==> src/include/pebx_map.vh <==
`ifndef PEBX_MAP_VH
`define PEBX_MAP_VH

// Bus widths
`define PEBX_TRC_W 88
`define PEBX_EXT_W 25
// Single-occurrence event inputs: 48 map to single-bit trace fields, 10 are spare
`define PEBX_NSGL 58
// Count event inputs, two-bit fields, plus the four-bit instruction count
`define PEBX_NCNT 18
`define PEBX_CNT_W 2
`define PEBX_INSTR_W 4

// Trace-side field positions
`define PEBX_T_SWINC 0
`define PEBX_T_L1I_REFILL 1
`define PEBX_T_ITLB_REFILL 2
`define PEBX_T_L1D_REFILL 3
`define PEBX_T_L1D_ACCESS 4
`define PEBX_T_DTLB_REFILL 6
`define PEBX_T_INSTR_LO 8
`define PEBX_T_INSTR_HI 11
`define PEBX_T_EXC_TAKEN 12
`define PEBX_T_EXC_RETURN 13
`define PEBX_T_CTXID 14
`define PEBX_T_BR_MISPRED 15
`define PEBX_T_CYCLE 16
`define PEBX_T_BR_PRED 17
`define PEBX_T_MEM_ACCESS 18
`define PEBX_T_L1I_ACCESS 20
`define PEBX_T_L1D_WB 21
`define PEBX_T_L2D_ACCESS 22
`define PEBX_T_L2D_REFILL 24
`define PEBX_T_L2D_WB 25
`define PEBX_T_BUS_ACCESS 26
`define PEBX_T_LOCAL_ERR 28
`define PEBX_T_INSTR_SPEC 29
`define PEBX_T_TTB_WRITE 31
`define PEBX_T_BUS_CYCLE 32
`define PEBX_T_L1D_RD 33
`define PEBX_T_L1D_WR 34
`define PEBX_T_L1D_RD_REFILL 35
`define PEBX_T_L1D_WR_REFILL 36
`define PEBX_T_L1D_VICTIM 37
`define PEBX_T_L1D_CLEAN 38
`define PEBX_T_L1D_INVAL 39
`define PEBX_T_DTLB_RD 40
`define PEBX_T_DTLB_WR 41
`define PEBX_T_L2D_RD 42
`define PEBX_T_L2D_WR 43
`define PEBX_T_L2D_RD_REFILL 44
`define PEBX_T_L2D_WR_REFILL 45
`define PEBX_T_L2D_VICTIM 46
`define PEBX_T_L2D_CLEAN 47
`define PEBX_T_L2D_INVAL 48
`define PEBX_T_BUS_RD 49
`define PEBX_T_BUS_WR 50
`define PEBX_T_BUS_NORMAL 51
`define PEBX_T_BUS_NOTNORM 53
`define PEBX_T_BUS_NORMAL2 55
`define PEBX_T_BUS_PERIPH 57
`define PEBX_T_MEM_RD 59
`define PEBX_T_MEM_WR 60
`define PEBX_T_UNAL_RD 61
`define PEBX_T_UNAL_WR 62
`define PEBX_T_UNAL 63
`define PEBX_T_LDEX 65
`define PEBX_T_STEX_PASS 66
`define PEBX_T_STEX_FAIL 67
`define PEBX_T_SPEC_CLASS 68
`define PEBX_T_BR_IMM 82
`define PEBX_T_BR_RET 83
`define PEBX_T_BR_IND 84
`define PEBX_T_ISB 85
`define PEBX_T_DSB 86
`define PEBX_T_DMB 87

// External-side field positions
`define PEBX_X_L1I_REFILL 0
`define PEBX_X_ITLB_REFILL 1
`define PEBX_X_L1D_REFILL 2
`define PEBX_X_INSTR_LO 3
`define PEBX_X_INSTR_HI 6
`define PEBX_X_EXC_TAKEN 7
`define PEBX_X_EXC_RETURN 8
`define PEBX_X_BR_MISPRED 9
`define PEBX_X_BR_PRED 10
`define PEBX_X_L1I_ACCESS 11
`define PEBX_X_L1D_WB 12
`define PEBX_X_L2D_REFILL 13
`define PEBX_X_L2D_WB 14
`define PEBX_X_L1D_RD 15
`define PEBX_X_L1D_WR 16
`define PEBX_X_DTLB_RD 17
`define PEBX_X_DTLB_WR 18
`define PEBX_X_L2D_RD 19
`define PEBX_X_L2D_WR 20
`define PEBX_X_LDEX 21
`define PEBX_X_STEX_PASS 22
`define PEBX_X_STEX_FAIL 23
`define PEBX_X_BARRIER 24

// Count field slots in the count input vector
`define PEBX_C_L1D_ACCESS 0
`define PEBX_C_DTLB_REFILL 1
`define PEBX_C_MEM_ACCESS 2
`define PEBX_C_L2D_ACCESS 3
`define PEBX_C_BUS_ACCESS 4
`define PEBX_C_INSTR_SPEC 5
`define PEBX_C_BUS_NORMAL 6
`define PEBX_C_BUS_NOTNORM 7
`define PEBX_C_BUS_NORMAL2 8
`define PEBX_C_BUS_PERIPH 9
`define PEBX_C_UNAL 10
`define PEBX_C_SPEC_CLASS 11
`define PEBX_NSPEC 7

// Reset values
`define PEBX_TRC_RST 88'h0
`define PEBX_EXT_RST 25'h0
`define PEBX_CNT_ZERO 2'h0

`endif

==> src/core/pebx_field.v <==
`timescale 1ns/1ps
`default_nettype none

// -----------------------------------------------------------------
// Gated event field register
// -----------------------------------------------------------------
module pebx_field #(
    parameter W = 1
) (
    input wire clk,
    input wire rst_n,
    input wire enable,
    input wire [W-1:0] value,
    output reg [W-1:0] field_q
);
    // Zero in reset and whenever export is off or no event occurs
    always @(posedge clk) begin
        if (!rst_n) begin
            field_q <= {W{1'b0}};
        end else if (enable) begin
            field_q <= value;
        end else begin
            field_q <= {W{1'b0}};
        end
    end
endmodule

`default_nettype wire

==> src/core/pebx_top.v <==
`timescale 1ns/1ps
`default_nettype none
`include "pebx_map.vh"

module pebx_top (
    input wire MCLK,
    input wire RESET_N,
    input wire EXPORT_EN,
    input wire [`PEBX_NSGL-1:0] EVT_SINGLE,
    input wire [`PEBX_NCNT*`PEBX_CNT_W-1:0] EVT_COUNT,
    input wire [`PEBX_INSTR_W-1:0] EVT_INSTR_CNT,
    input wire PERF_IRQ_REQ,
    output wire [`PEBX_TRC_W-1:0] PERF_EVENT_BUS_TRC,
    output wire [`PEBX_EXT_W-1:0] PERF_EVENT_BUS_EXT,
    output reg PERF_IRQ_N,
    output reg CROSS_TRIGGER_UNIT_IRQ
);

    // -------------------------------------------------------------
    // Port behaviour
    // -------------------------------------------------------------
    // EVT_SINGLE: one bit per single-occurrence event, high for one
    // cycle per occurrence. Slots 0 to 47 are mapped; slots 48 to 57
    // are spare and never reach either bus.
    // EVT_COUNT: eighteen two-bit binary counts, slot k on bits
    // 2k+1 down to 2k. A count of zero leaves its field at zero.
    // EVT_INSTR_CNT: executed instructions this cycle, binary, and
    // the only multi-bit field that appears on both buses.
    // EXPORT_EN: export control bit, taken as asynchronous. It gates
    // both buses together, so the two never disagree about whether
    // export is on, and it never reaches the interrupt path.
    // PERF_IRQ_REQ: monitor interrupt request, same clock domain.
    //
    // Latency: an input set up before edge N shows on the buses from
    // edge N and holds for one cycle. A change of EXPORT_EN reaches
    // the buses two edges after it is first sampled.
    //
    // Limitation: a two-bit field saturates nothing; a producer that
    // has more than three occurrences in one cycle must split them,
    // since this block only forwards the count it is handed.
    //
    // The external bus is a strict subset of the trace bus except
    // for the barrier bit, which merges two trace bits into one. A
    // consumer of the external bus cannot tell the barriers apart.
    //
    // Every bus bit comes from a register so the consumers see clean
    // levels for a whole cycle; the cost is one cycle of latency.

    // -------------------------------------------------------------
    // Single-event slot order in EVT_SINGLE (index = slot)
    // -------------------------------------------------------------
    // Each slot names the trace bit it lands on; this table is the
    // only place a single-event slot meets a bus position.
    function [6:0] sgl_pos;
        input integer s;
        begin
            case (s)
                0: sgl_pos = `PEBX_T_SWINC;
                1: sgl_pos = `PEBX_T_L1I_REFILL;
                2: sgl_pos = `PEBX_T_ITLB_REFILL;
                3: sgl_pos = `PEBX_T_L1D_REFILL;
                4: sgl_pos = `PEBX_T_EXC_TAKEN;
                5: sgl_pos = `PEBX_T_EXC_RETURN;
                6: sgl_pos = `PEBX_T_CTXID;
                7: sgl_pos = `PEBX_T_BR_MISPRED;
                8: sgl_pos = `PEBX_T_CYCLE;
                9: sgl_pos = `PEBX_T_BR_PRED;
                10: sgl_pos = `PEBX_T_L1I_ACCESS;
                11: sgl_pos = `PEBX_T_L1D_WB;
                12: sgl_pos = `PEBX_T_L2D_REFILL;
                13: sgl_pos = `PEBX_T_L2D_WB;
                14: sgl_pos = `PEBX_T_LOCAL_ERR;
                15: sgl_pos = `PEBX_T_TTB_WRITE;
                16: sgl_pos = `PEBX_T_BUS_CYCLE;
                17: sgl_pos = `PEBX_T_L1D_RD;
                18: sgl_pos = `PEBX_T_L1D_WR;
                19: sgl_pos = `PEBX_T_L1D_RD_REFILL;
                20: sgl_pos = `PEBX_T_L1D_WR_REFILL;
                21: sgl_pos = `PEBX_T_L1D_VICTIM;
                22: sgl_pos = `PEBX_T_L1D_CLEAN;
                23: sgl_pos = `PEBX_T_L1D_INVAL;
                24: sgl_pos = `PEBX_T_DTLB_RD;
                25: sgl_pos = `PEBX_T_DTLB_WR;
                26: sgl_pos = `PEBX_T_L2D_RD;
                27: sgl_pos = `PEBX_T_L2D_WR;
                28: sgl_pos = `PEBX_T_L2D_RD_REFILL;
                29: sgl_pos = `PEBX_T_L2D_WR_REFILL;
                30: sgl_pos = `PEBX_T_L2D_VICTIM;
                31: sgl_pos = `PEBX_T_L2D_CLEAN;
                32: sgl_pos = `PEBX_T_L2D_INVAL;
                33: sgl_pos = `PEBX_T_BUS_RD;
                34: sgl_pos = `PEBX_T_BUS_WR;
                35: sgl_pos = `PEBX_T_MEM_RD;
                36: sgl_pos = `PEBX_T_MEM_WR;
                37: sgl_pos = `PEBX_T_UNAL_RD;
                38: sgl_pos = `PEBX_T_UNAL_WR;
                39: sgl_pos = `PEBX_T_LDEX;
                40: sgl_pos = `PEBX_T_STEX_PASS;
                41: sgl_pos = `PEBX_T_STEX_FAIL;
                42: sgl_pos = `PEBX_T_BR_IMM;
                43: sgl_pos = `PEBX_T_BR_RET;
                44: sgl_pos = `PEBX_T_BR_IND;
                45: sgl_pos = `PEBX_T_ISB;
                46: sgl_pos = `PEBX_T_DSB;
                default: sgl_pos = `PEBX_T_DMB;
            endcase
        end
    endfunction

    // Count slot to trace field low bit
    // The speculative class fields sit back to back, so their low bit
    // is computed rather than listed; the sum is cut to the index width.
    function [6:0] cnt_pos;
        input integer c;
        integer p;
        begin
            p = `PEBX_T_SPEC_CLASS + (c - `PEBX_C_SPEC_CLASS) * `PEBX_CNT_W;
            case (c)
                0: cnt_pos = `PEBX_T_L1D_ACCESS;
                1: cnt_pos = `PEBX_T_DTLB_REFILL;
                2: cnt_pos = `PEBX_T_MEM_ACCESS;
                3: cnt_pos = `PEBX_T_L2D_ACCESS;
                4: cnt_pos = `PEBX_T_BUS_ACCESS;
                5: cnt_pos = `PEBX_T_INSTR_SPEC;
                6: cnt_pos = `PEBX_T_BUS_NORMAL;
                7: cnt_pos = `PEBX_T_BUS_NOTNORM;
                8: cnt_pos = `PEBX_T_BUS_NORMAL2;
                9: cnt_pos = `PEBX_T_BUS_PERIPH;
                10: cnt_pos = `PEBX_T_UNAL;
                default: cnt_pos = p[6:0];
            endcase
        end
    endfunction

    // -------------------------------------------------------------
    // Trace-side next value
    // -------------------------------------------------------------
    // Only 48 single slots are used; slots above 47 are spare inputs
    // that land nowhere, matching reserved event numbers.
    localparam NUSED = 48;
    reg [`PEBX_TRC_W-1:0] trc_d;
    integer i;

    // Slots above 47 are never read, so reserved events drive nothing.
    // Start from zero so no trace bit is left without a value on any
    // path; the single and count tables never overlap, so no later
    // write in this process hides an earlier one.
    always @* begin
        trc_d = `PEBX_TRC_RST;
        for (i = 0; i < NUSED; i = i + 1) begin
            trc_d[sgl_pos(i)] = EVT_SINGLE[i];
        end
        for (i = 0; i < `PEBX_NCNT; i = i + 1) begin
            trc_d[cnt_pos(i) +: `PEBX_CNT_W] =
                EVT_COUNT[i*`PEBX_CNT_W +: `PEBX_CNT_W];
        end
        trc_d[`PEBX_T_INSTR_HI:`PEBX_T_INSTR_LO] = EVT_INSTR_CNT;
    end

    // -------------------------------------------------------------
    // External-side next value
    // -------------------------------------------------------------
    // Built from the trace image, except the instruction count taken from EVT_INSTR_CNT, so both buses always agree.
    // Trace-only events are simply not copied here, which keeps the
    // external bus narrow for pins outside the chip.
    reg [`PEBX_EXT_W-1:0] ext_d;
    always @* begin
        ext_d = `PEBX_EXT_RST;
        ext_d[`PEBX_X_L1I_REFILL] = trc_d[`PEBX_T_L1I_REFILL];
        ext_d[`PEBX_X_ITLB_REFILL] = trc_d[`PEBX_T_ITLB_REFILL];
        ext_d[`PEBX_X_L1D_REFILL] = trc_d[`PEBX_T_L1D_REFILL];
        ext_d[`PEBX_X_INSTR_HI:`PEBX_X_INSTR_LO] = EVT_INSTR_CNT;
        ext_d[`PEBX_X_EXC_TAKEN] = trc_d[`PEBX_T_EXC_TAKEN];
        ext_d[`PEBX_X_EXC_RETURN] = trc_d[`PEBX_T_EXC_RETURN];
        ext_d[`PEBX_X_BR_MISPRED] = trc_d[`PEBX_T_BR_MISPRED];
        ext_d[`PEBX_X_BR_PRED] = trc_d[`PEBX_T_BR_PRED];
        ext_d[`PEBX_X_L1I_ACCESS] = trc_d[`PEBX_T_L1I_ACCESS];
        ext_d[`PEBX_X_L1D_WB] = trc_d[`PEBX_T_L1D_WB];
        ext_d[`PEBX_X_L2D_REFILL] = trc_d[`PEBX_T_L2D_REFILL];
        ext_d[`PEBX_X_L2D_WB] = trc_d[`PEBX_T_L2D_WB];
        ext_d[`PEBX_X_L1D_RD] = trc_d[`PEBX_T_L1D_RD];
        ext_d[`PEBX_X_L1D_WR] = trc_d[`PEBX_T_L1D_WR];
        ext_d[`PEBX_X_DTLB_RD] = trc_d[`PEBX_T_DTLB_RD];
        ext_d[`PEBX_X_DTLB_WR] = trc_d[`PEBX_T_DTLB_WR];
        ext_d[`PEBX_X_L2D_RD] = trc_d[`PEBX_T_L2D_RD];
        ext_d[`PEBX_X_L2D_WR] = trc_d[`PEBX_T_L2D_WR];
        ext_d[`PEBX_X_LDEX] = trc_d[`PEBX_T_LDEX];
        ext_d[`PEBX_X_STEX_PASS] = trc_d[`PEBX_T_STEX_PASS];
        ext_d[`PEBX_X_STEX_FAIL] = trc_d[`PEBX_T_STEX_FAIL];
        // Barriers merge: software cannot tell them apart here
        ext_d[`PEBX_X_BARRIER] = trc_d[`PEBX_T_DSB] |
            trc_d[`PEBX_T_DMB];
    end

    // -------------------------------------------------------------
    // Export enable synchroniser
    // -------------------------------------------------------------
    // The enable comes from the control register of another block,
    // treated as asynchronous; events lag its change by two cycles.
    reg exp_meta_q;
    reg exp_en_q;
    always @(posedge MCLK) begin
        if (!RESET_N) begin
            exp_meta_q <= 1'b0;
            exp_en_q <= 1'b0;
        end else begin
            exp_meta_q <= EXPORT_EN;
            exp_en_q <= exp_meta_q;
        end
    end

    // -------------------------------------------------------------
    // Registered event buses
    // -------------------------------------------------------------
    pebx_field #(
        .W(`PEBX_TRC_W)
    ) u_trc (
        .clk(MCLK),
        .rst_n(RESET_N),
        .enable(exp_en_q),
        .value(trc_d),
        .field_q(PERF_EVENT_BUS_TRC)
    );

    pebx_field #(
        .W(`PEBX_EXT_W)
    ) u_ext (
        .clk(MCLK),
        .rst_n(RESET_N),
        .enable(exp_en_q),
        .value(ext_d),
        .field_q(PERF_EVENT_BUS_EXT)
    );

    // -------------------------------------------------------------
    // Interrupt outputs
    // -------------------------------------------------------------
    // Request is same-domain logic; export enable never gates it.
    // The controller alone routes it back to the core.
    // Both copies come from one request in one register stage, so the
    // cross-trigger copy is always the exact inverse of the interrupt.
    // Reset parks the interrupt high, its inactive level.
    always @(posedge MCLK) begin
        if (!RESET_N) begin
            PERF_IRQ_N <= 1'b1;
            CROSS_TRIGGER_UNIT_IRQ <= 1'b0;
        end else begin
            PERF_IRQ_N <= ~PERF_IRQ_REQ;
            CROSS_TRIGGER_UNIT_IRQ <= PERF_IRQ_REQ;
        end
    end

endmodule

`default_nettype wire

==> config.mk <==
export PLATFORM = sky130hd
export DESIGN_NAME = pebx_top
export DESIGN_NICKNAME = d
export VERILOG_FILES = /design/src/core/pebx_field.v /design/src/core/pebx_top.v
export VERILOG_INCLUDE_DIRS = /design/src /design/src/include
export SDC_FILE = /design/constraint.sdc
export NUM_CORES = 1
export LEC_CHECK = 0
export BUFFER_PORTS_ARGS = -buffer_cell sky130_fd_sc_hd__buf_2
export CORE_ASPECT_RATIO = 1.5
export CORE_MARGIN = 2
export CORE_UTILIZATION = 40
export CTS_CLUSTER_SIZE = 14
export DETAILED_ROUTE_END_ITERATION = 10
export PLACE_DENSITY = 0.77
export SLEW_MARGIN = 40
export SYNTH_ARGS = -nofsm -noshare
export SYNTH_HDL_FRONTEND = slang
export SYNTH_HIERARCHICAL = 1
export SYNTH_SLANG_ARGS = --single-unit
==> constraint.sdc <==
create_clock -name MCLK -period 1.7 [get_ports MCLK]
set_input_delay 0.085 -clock MCLK [delete_from_list [all_inputs] [get_ports MCLK]]
set_output_delay 0.085 -clock MCLK [all_outputs]
set_load 0.005 [all_outputs]
# [After elaboration in Yosys (flattened, before gate mapping)]
# Index checks and enable logic that the tools add are counted.
[totals] input_bits=102 ff_bits=117 out_inout_bits=115
[op_classes] n_reduce_logical=1 n_bitwise=2
[ops] op="$reduce_and A2 Y1" count=1
[ops] op="$not A1 Y1" count=1
[ops] op="$or A1 B1 Y1" count=1

# [Longest topological paths before layout]
# Gate-level depths: netlist (run 1).
[logic_depth] depth_word=1 ltp_mapped=3 mapped_depth_nobuf=2

# [By module]
# The synthesis (run 1) kept the hierarchy.
[modules_own_cells] module="pebx_field at u_trc" area_each_um2=2436.1 seq_area_each_um2=1761.7 cells_each=194 n_inst=1
[modules_own_cells] module="pebx_field at u_ext" area_each_um2=695.7 seq_area_each_um2=500.5 cells_each=54 n_inst=1
[modules_own_cells] module="pebx_top" area_each_um2=108.9 seq_area_each_um2=80.1 cells_each=9 n_inst=1

# [Least setup slack after synthesis (run 1)]
# Ideal clock, no wire load.
[synth_timing] kind="register -> register" startpoint="register exp_en_q" endpoint="register u_trc.field_q[65]" n_path_buf=2 synth_period_minus_slack_ns=0.921 setup_ns=0.059 t_arrival_ns=0.862 setup_slack_ns=0.779 path_stages_with_launch=4 cell_sequence="dfxtp_1 -> buf_4 -> buf_4 -> and3_1"
[synth_via] elab_chain_cells=1
[synth_rtl] item="start, declared" line_no="pebx_top.v:201" source="reg exp_en_q;"
[synth_rtl] item="start signal, assigned" line_no="pebx_top.v:208" source="exp_en_q <= exp_meta_q;"
[synth_rtl] item="$reduce_and A2 Y1 (no source line)"
[synth_rtl] item="end signal, assigned" line_no="pebx_field.v:19" source="field_q <= {W{1'b0}};"
[synth_rtl] item="end signal, assigned" line_no="pebx_field.v:21" source="field_q <= value;"
[synth_rtl] item="end signal, assigned" line_no="pebx_field.v:23" source="field_q <= {W{1'b0}};"
[synth_rtl] item="end, declared" line_no="pebx_field.v:14" source="output reg [W-1:0] field_q"
# Every way passes these cells.
# A chain may end at the register's enable or synchronous reset.

# [Final worst setup path (run 1)]
[layout_timing] startpoint="register u_trc.field_q[27]" endpoint="output port PERF_EVENT_BUS_TRC[27]"
[layout_lines] item="end, declared" line_no="pebx_top.v:13" source="output wire [`PEBX_TRC_W-1:0] PERF_EVENT_BUS_TRC,"
# No word-level cell between the ends.

==> metrics.txt, run 1 <==
worst skew pair latency=about 400 ps; Final ANT Viol Nets=0; Residual DRC=0; TritonCTS Buffers=17; PortBufs=approximately 210; Critical path buffers and inverters=1; Synth Warn #=6; Max-slew headroom=0.678; die area=~9000 um2; Cells after Synth=257; clk_skew=9.25 ps; Lkg Pwr=3.28 nW; clock power share=0.493; Die W=between 70 and 80 um; fmax=1090 MHz; clk slew on worst S/H paths=50 ps; Fin. Hold Viols=0; Crit path arrival time=840 ps; Worst setup SP type=flop; CP max FO=1; internal power=a little over 0.005 W; critical path type=flop to primary output; RD Place Congestion=0.750; slowest stage delay, CP=between 300 and 400 ps; Clock Root Buffer=clkbuf_16; CTS Buffer Depth=2; Multi-input gate area=752 um2; nets=between 600 and 700; sw power=0.00130 W; nature of the critical path endpoint=primary output; DRC marker count from the first detailed-route iteration=~110; Finish-stage setup viols=0; Final min period=just over 900 ps; first-pass iteration count of the detailed router=4; Post-CTS Setup Inserts=0; worst hold path type=input port to flop; # clock sinks=about 120; post_cts resized=0; max_cap viols=0; Initial Utilization=0.407; num ports=217; grt ovf=0; WL/cell=roughly 14 um; share of layout cells above drive strength 1=0.444; Seq/Total Area, Yosys=0.723; RSZ-0062 raised after global routing=false; Total GRT Usage=0.216; syn_area_per_cell=12.6 um2; sequential group share of total power=0.440; Syn Nets=between 300 and 400; period utilization=0.541; area delta synth->final=77.5%; Non-Filler Instances=~670; CTS tree=yes; Reg area=2340 um2; vias in the first global route=around 3100; CTS H-tree depth=4; Netlist Area Pre-Place=3240 um2; core area=approximately 8000 um2; drt total wl=just under 10000 um; critical path required time=1620 ps; Tightest Pin Transition=between 400 and 500 ps; CP max-delay cell=dfxtp_1; crit path cell chain=buf_2; Max IR drop VDD=between 0.8 and 0.9 mV; largest net degree at the start of global routing=87; filler instances=roughly 500; DR vias/cell=4.47; synth unique cells=11; Top Family by Delay on Critical Path=flip-flops; FP Rows=40; Switching Share=0.203; Yosys reg bits=~120; die height=between 100 and 150 um; first-pass GRT wire length=about 15000 um; status=finished, final reports clean; Post-DP HPWL=around 5400 um; Antenna diodes=0; Final Max Slew Viols=0; Final TNS setup=0 ps; placed cells=550; pwr dens=1110 nW/um2; Via Count=about 3000; initial antenna violation count=0; Comb power frac=0.067
[power by group through the flow]
stage / clock, W / combinational (W) / sequential, W
after floorplan: 0 / 0.0000846 / 0.00287
after global routing: 0.00336 / 0.000466 / 0.00281
after detailed placement: 0 / 0.000256 / 0.00286
after CTS: 0.00321 / 0.000419 / 0.00281
final: 0.00315 / 0.000431 / 0.00281
after global placement: 0 / 0.000246 / 0.00286
[per-stage QoR]
| stage | cell area, um2 | setup slack, ps | power (W) | utilization | hold slack, ps |
|---|---|---|---|---|---|
| final | 5750 | 780 | 0.00639 | 0.723 | 241 |
| after global routing | 5750 | 736 | 0.00664 | 0.723 | 255 |
| after CTS | 5750 | 761 | 0.00644 | 0.723 | 224 |
| after detailed placement | 4310 | 634 | 0.00312 | 0.542 | 263 |
| after global placement | 4310 | 708 | 0.00311 | 0.542 | 261 |
| after floorplan | 3240 | 779 | 0.00296 | - | 147 |
[worst register-to-register path, delay by kind of cell, from the launching register on]
kind | cells | cell delay [ps]
buffers and inverters | 1 | 250
DFF | 1 | 340
and+or+nand+nor | 1 | 250
[synthesized netlist by cell type]
library cell / count / area [um2]
buf_4: 3 / 22.5
clkbuf_1: 2 / 7.51
dfxtp_1: 117 / 2340
and3_2: 13 / 97.6
buf_2: 6 / 30.0
buf_6: 5 / 56.3
and2_1: 3 / 18.8
nand2_1: 1 / 3.75
clkbuf_2: 6 / 30.0
and3_1: 100 / 626
or2_1: 1 / 6.26
[final timing paths]
check	start	slack, ps	end	cells past startpoint
max	u_trc/field_q[27]$_SDFF_PN0_	780	PERF_EVENT_BUS_TRC[27]	1
min	RESET_N	240	u_trc/field_q[18]$_SDFF_PN0_	2
max reg2reg	exp_en_q$_SDFF_PN0_	790	u_trc/field_q[27]$_SDFF_PN0_	2
min reg2reg	exp_meta_q$_SDFF_PN0_	430	exp_en_q$_SDFF_PN0_	1
[repair_timing]
action / in CTS / in global routing
setup endpoints to repair: 0 / 0
hold buffers: 90 / 0
hold endpoints to repair: 115 / 0
[routing by layer]
layer,GRT usage,share of wire,vias up
li1,-,-,1470
met1,0.213,0.35,1375
met2,0.392,0.56,135
met3,0.0607,0.054,26
met4,0.142,0.035,0
met5,0,0,-
[cells by family (layout without fill, tap and decap cells)]
kind of cell / count (synthesis) / count (layout) / share of synthesized area
simple gates: 118 / 118 / 0.232
buf+inv: 22 / 332 / 0.0452
flops: 117 / 117 / 0.723
[state kept, by name (all words and copies together) (netlist names)]
| register | cells |
|---|---|
| CROSS_TRIGGER_UNIT_IRQ | 1 |
| PERF_IRQ_N | 1 |
| exp_en_q | 1 |
| exp_meta_q | 1 |
| u_ext/field_q | 25 |
| u_trc/field_q | 88 |
[placed cells by master, fill, tap and decap left out, drive strengths merged]
cell / instances
clkbuf: 22
clkinvlp: 3
dlygate4sd3: 90
clkinv: 6
bufinv: 1
and2: 3
or2: 1
dfxtp: 117
nand2: 1
buf: 210
and3: 113
[cell type report]
class	instances	share of cell area
multi-input combinational	118	0.131
clock inverter	10	0.0144
sequential	117	0.408
timing repair buffer	300	0.346
tap	105	0.0228
clock buffer	22	0.0790
No activity file was read; power rests on OpenSTA's default activity.
==> run 2: changes to the inputs <==
- clock period: 1.7 -> 0.9 ns (I/O delays scaled with it)
==> run 2 against run 1 <==
Against the previous run: the flow now finishes with violations (negative setup slack); highest routed layer unchanged; first-iteration DRC count rose by 41%; critical path depth unchanged; setup slack got worse by 780 ps; largest power group unchanged.
==> metrics.txt, run 2 (synthesized netlist as in run 1, its figures left out) <==
DRC marker count from the first detailed-route iteration=around 160; Final min period=about 900 ps; fmax=between 1000 and 1500 MHz; Final ANT Viol Nets=0; # clock sinks=117; Reg area=2380 um2; failing checks=negative setup slack; worst hold path type=input port to flop; Critical path buffers and inverters=1; die height=114 um; share of layout cells above drive strength 1=0.494; clk slew on worst S/H paths=50 ps; area delta synth->final=84.1%; FP Rows=40; vias in the first global route=about 3100; CP max-delay cell=dfxtp_1; Initial Utilization=0.407; critical path type=flop to primary output; filler instances=476; hold slack final=~35 ps; CTS H-tree depth=4; max_cap viols=0; Crit path arrival time=860 ps; Top reg by flops=u_trc/field_q; crit path cell chain=buf_2; Top Family by Delay on Critical Path=flip-flops; largest net degree at the start of global routing=57; Die W=77.5 um; Residual DRC=0; sw power=approximately 0.0025 W; commonest non-fill, non-tap cell in the layout=buf_2; Finish-stage setup viols=1; placed standard-cell area=4350 um2; Max IR drop VDD=~1.5 mV; internal power=approximately 0.01 W; num ports=between 200 and 250; initial antenna violation count=0; largest registers=u_trc/field_q x88, u_ext/field_q x25; finished layout cell area=about 6000 um2; WL/cell=15.4 um; Multi-input gate area=752 um2; Lkg Pwr=approximately 3.3 nW; period utilization=1.00; final worst setup slack=-2.16 ps; die area=~9000 um2; pwr dens=around 2100 nW/um2; Total GRT Usage=0.227; critical path required time=between 800 and 900 ps; first-pass GRT wire length=between 15000 and 20000 um; Post-CTS Setup Inserts=0; Clock Root Buffer=clkbuf_16; core area=7960 um2; r2r setup slk=approximately 40 ps; Largest register FFs=around 90; drt total wl=roughly 10000 um; status=finished with violations; Comb power frac=0.069; Fin. Hold Viols=0; sequential group share of total power=0.424; worst skew pair latency=about 400 ps; CTS Buffer Depth=2; grt ovf=0; most frequent cells in the layout=195 x buf_2, 100 x and3_1, 91 x dfxtp_1, 91 x dlygate4sd3_1, 25 x dfxtp_2; clock power share=0.506; DR vias/cell=roughly 4.5; Switching Share=0.203; CTS tree=yes; Final Max Slew Viols=0; Worst setup SP type=flop; Pwr Total=roughly 0.013 W; Via Count=approximately 3100; nets=660; PortBufs=slightly above 200; RD Place Congestion=about 0.82; Final TNS setup=-2.16 ps; first-pass iteration count of the detailed router=4; Post-DP HPWL=between 5000 and 6000 um; slowest stage delay, CP=330 ps; RSZ-0062 raised after global routing=true; CP max FO=1; nature of the critical path endpoint=primary output; Tightest Pin Transition=between 200 and 250 ps; Antenna diodes=0; Max-slew headroom=0.843; TritonCTS Buffers=17; clk_skew=about 5.4 ps
## run 2: changes by cell type in the layout (fill, tap and decap cells not counted), moves of 2 or more
cell	previous run	this run
buf_12	2	4
buf_2	206	195
buf_6	0	11
clkbuf_1	4	2
clkbuf_8	1	5
clkinv_2	6	4
dfxtp_1	116	91
dfxtp_2	1	25
## run 2: path summary, 6_finish.rpt
path                                     start                           endpoint  cells after the start
max          CROSS_TRIGGER_UNIT_IRQ$_SDFF_PN0_             CROSS_TRIGGER_UNIT_IRQ                      1
min reg2reg              exp_meta_q$_SDFF_PN0_                exp_en_q$_SDFF_PN0_                      1
max reg2reg                exp_en_q$_SDFF_PN0_       u_trc/field_q[77]$_SDFF_PN0_                      2
min                                    RESET_N  CROSS_TRIGGER_UNIT_IRQ$_SDFF_PN0_                      2
## run 2: area by class of cell
type                    count  share of cell area
flip-flops and latches    117               0.398
repair buffers            304               0.357
multi-input cells         118               0.126
clock buffers              24              0.0841
well taps                 105              0.0220
clock inverters             8              0.0122
## run 2: per-stage QoR
step | instances | setup WS (ps) | utilization
after floorplan | 257 | 23.1 | -
after global placement | 552 | 86.0 | 0.547
after detailed placement | 552 | 57.5 | 0.547
after CTS | 675 | 10.2 | 0.734
after global routing | 676 | -28.5 | 0.750
final | 676 | -2.16 | 0.750
## run 2: per-layer routing
metal  GRT usage  wire (um)  vias to the layer above
met4       0.114        326                        0
met5           0          0                        -
met3      0.0749        619                       27
li1            -          -                     1481
met2       0.424       5720                      143
met1       0.219       3780                     1413
## run 2: power groups by stage
stage	Sequential, W	Clock [W]	Combinational, W
floorplan	0.00543	0	0.000160
global placement	0.00541	0	0.000477
detailed placement	0.00541	0	0.000498
CTS	0.00531	0.00641	0.000810
global route	0.00532	0.00671	0.000929
finish	0.00531	0.00634	0.000864
## run 2: repair_timing
action | 4_1_cts | 5_1_grt
hold buffers | 91 | 0
gates resized for setup | 0 | 37
endpoints found under the hold margin | 116 | 0
setup endpoints to repair | 0 | 28
==> run 3: changes to the inputs <==
- BUFFER_PORTS_ARGS: -buffer_cell sky130_fd_sc_hd__buf_2 -> -buffer_cell sky130_fd_sc_hd__buf_4
- CELL_PAD_IN_SITES_DETAIL_PLACEMENT: default -> 0
- CELL_PAD_IN_SITES_GLOBAL_PLACEMENT: default -> 1
- CORE_UTILIZATION: 40 -> 30
- PLACE_DENSITY: 0.77 -> 0.79
==> run 3 against run 2 <==
Against the previous run: the flow now finishes without violations; cell area increased by 8.5%; non-clock buffer count unchanged; first-iteration DRC count decreased by 58%; sequential power about the same; cell count increased by 5.3%; critical path depth unchanged; sequential share of layout area decreased by 3.3 points; critical endpoint is now PERF_EVENT_BUS_TRC[29].
==> metrics.txt, run 3 (synthesized netlist as in run 1, its figures left out) <==
period utilization=0.983; Final TNS setup=0 ps; fin util=0.614; Worst Hold Path Cells=3; nature of the critical path endpoint=primary output; Crit path arrival time=~840 ps; Largest register FFs=between 80 and 90; sequential group share of total power=0.427; DRC marker count from the first detailed-route iteration=67; Final ANT Viol Nets=0; global routing usage on met1=0.149; Max IR drop VDD=about 1.5 mV; Critical path buffers and inverters=1; crit path cell chain=buf_4; RD Place Congestion=about 0.70; die area=about 12000 um2; FP Rows=46; drt total wl=about 10000 um; r2r setup slk=approximately 15 ps; vias in the first global route=3174; Max-slew headroom=0.856; Worst setup SP type=flop; CTS Buffer Depth=2; Crit. path cell count=1; largest registers=u_trc/field_q x88, u_ext/field_q x25; WL/cell=14.2 um; Worst R2R Start=exp_en_q$_SDFF_PN0_; critical path type=flop to primary output; Via Count=about 3000; largest net degree at the start of global routing=64; worst hold path type=input port to flop; clock power share=0.491; RSZ-0062 raised after global routing=true; slowest stage delay, CP=~330 ps; Multi-input gate area=approximately 750 um2; CP max FO=1; die height=131 um; Residual DRC=0; Antenna diodes=0; CTS H-tree depth=4; internal power=approximately 0.010 W; Final Max Slew Viols=0; area delta synth->final=99.7%; filler instances=between 800 and 900; worst setup path startpoint=u_trc/field_q[29]$_SDFF_PN0_; Post-DP HPWL=between 5000 and 6000 um; core area=10500 um2; FF-to-FF End=u_trc/field_q[29]$_SDFF_PN0_; Switching Share=0.195; Comb power frac=0.082; first-pass GRT wire length=about 15000 um; pwr dens=~1900 nW/um2; busiest metal layer after global routing=met2; Total GRT Usage=0.164; final worst setup slack=roughly 15 ps; Tightest Pin Transition=217 ps; worst skew pair latency=around 400 ps; PortBufs=~210; CTS tree=yes; TritonCTS Buffers=17; grt met3 use=0.0590; critical path required time=850 ps; # clock sinks=approximately 120; num ports=around 220; Initial Utilization=0.308; Top Family by Delay on Critical Path=flip-flops; Worst Reg2Reg Path Length in Cells=2; end of the critical path=PERF_EVENT_BUS_TRC[29]; grt ovf=0; commonest non-fill, non-tap cell in the layout=buf_4; Die W=around 89 um; Top reg by flops=u_trc/field_q; CP max-delay cell=dfxtp_1; share of layout cells above drive strength 1=0.472; Lkg Pwr=about 3.4 nW; clk slew on worst S/H paths=50 ps; initial antenna violation count=0; first-pass iteration count of the detailed router=4; most frequent cells in the layout=191 x buf_4, 100 x dfxtp_1, 100 x and3_1; Finish-stage setup viols=0; DR vias/cell=between 4 and 5; max_cap viols=0; nets=660; Clock Root Buffer=clkbuf_16; Post-CTS Setup Inserts=0; Setup WS pre-CTS=54.9 ps; fmax=around 1100 MHz; clk_skew=roughly 4.3 ps; met2 Track Usage GR=0.300; status=finished, final reports clean; Fin. Hold Viols=0; sw power=around 0.0024 W; Reg area=about 2400 um2; Final min period=slightly below 900 ps
run 3: cell count changes in the layout (fill, tap and decap cells not counted), sizes merged:
cell and delta:
clkinv -2, clkinvlp -2, clkbuf +1
run 3: worst register-to-register path, stage by stage, from the launching register on:
cell     delay (ps)
dfxtp_2         350
buf_4           250
and3_1          210
run 3: what timing repair did:
item                       CTS  global route
setup endpoints to repair    1            79
resized for setup            2            32
gates cloned                 0             1
hold endpoints to repair   116             0
hold buffers                91             0
run 3: power by group through the flow:
stage          clock (W)  combinational, W  sequential (W)
2_1_floorplan          0          0.000160         0.00543
3_3_place_gp           0          0.000637         0.00541
3_5_place_dp           0          0.000655         0.00541
4_1_cts          0.00624          0.000980         0.00531
5_1_grt          0.00646           0.00109         0.00532
6_report         0.00611           0.00102         0.00532
run 3: cell type report:
class | count | area share
multi-input combinational | 118 | 0.116
timing repair buffer | 304 | 0.407
clock inverter | 4 | 0.00735
sequential | 117 | 0.365
clock buffer | 25 | 0.0766
tap | 144 | 0.0278
run 3: how the worst min path moves through the flow:
stage	startpoint	endpoint	slack (ps)
4_1_cts	PERF_IRQ_REQ	PERF_IRQ_N$_SDFF_PN1_	380
5_1_grt	PERF_IRQ_REQ	PERF_IRQ_N$_SDFF_PN1_	390
3_3_place_gp	PERF_IRQ_REQ	PERF_IRQ_N$_SDFF_PN1_	220
6_report	PERF_IRQ_REQ	PERF_IRQ_N$_SDFF_PN1_	390
2_1_floorplan	PERF_IRQ_REQ	PERF_IRQ_N$_SDFF_PN1_	110
3_5_place_dp	PERF_IRQ_REQ	PERF_IRQ_N$_SDFF_PN1_	220
run 3: layer usage:
| layer | routed length [um] | share of wire | up-vias |
|---|---|---|---|
| li1 | - | - | 1473 |
| met1 | 3600 | 0.36 | 1338 |
| met2 | 5460 | 0.54 | 138 |
| met3 | 714 | 0.071 | 23 |
| met4 | 313 | 0.031 | 0 |
| met5 | 0 | 0 | - |
run 3: per-stage QoR:
step	power (W)	instances	hold slack [ps]	cell area [um2]
after floorplan	0.00559	257	107	3240
after global placement	0.00605	591	216	4900
after detailed placement	0.00607	591	220	4900
after CTS	0.0125	711	376	6360
after global routing	0.0129	712	386	6470
final	0.0124	712	390	6470
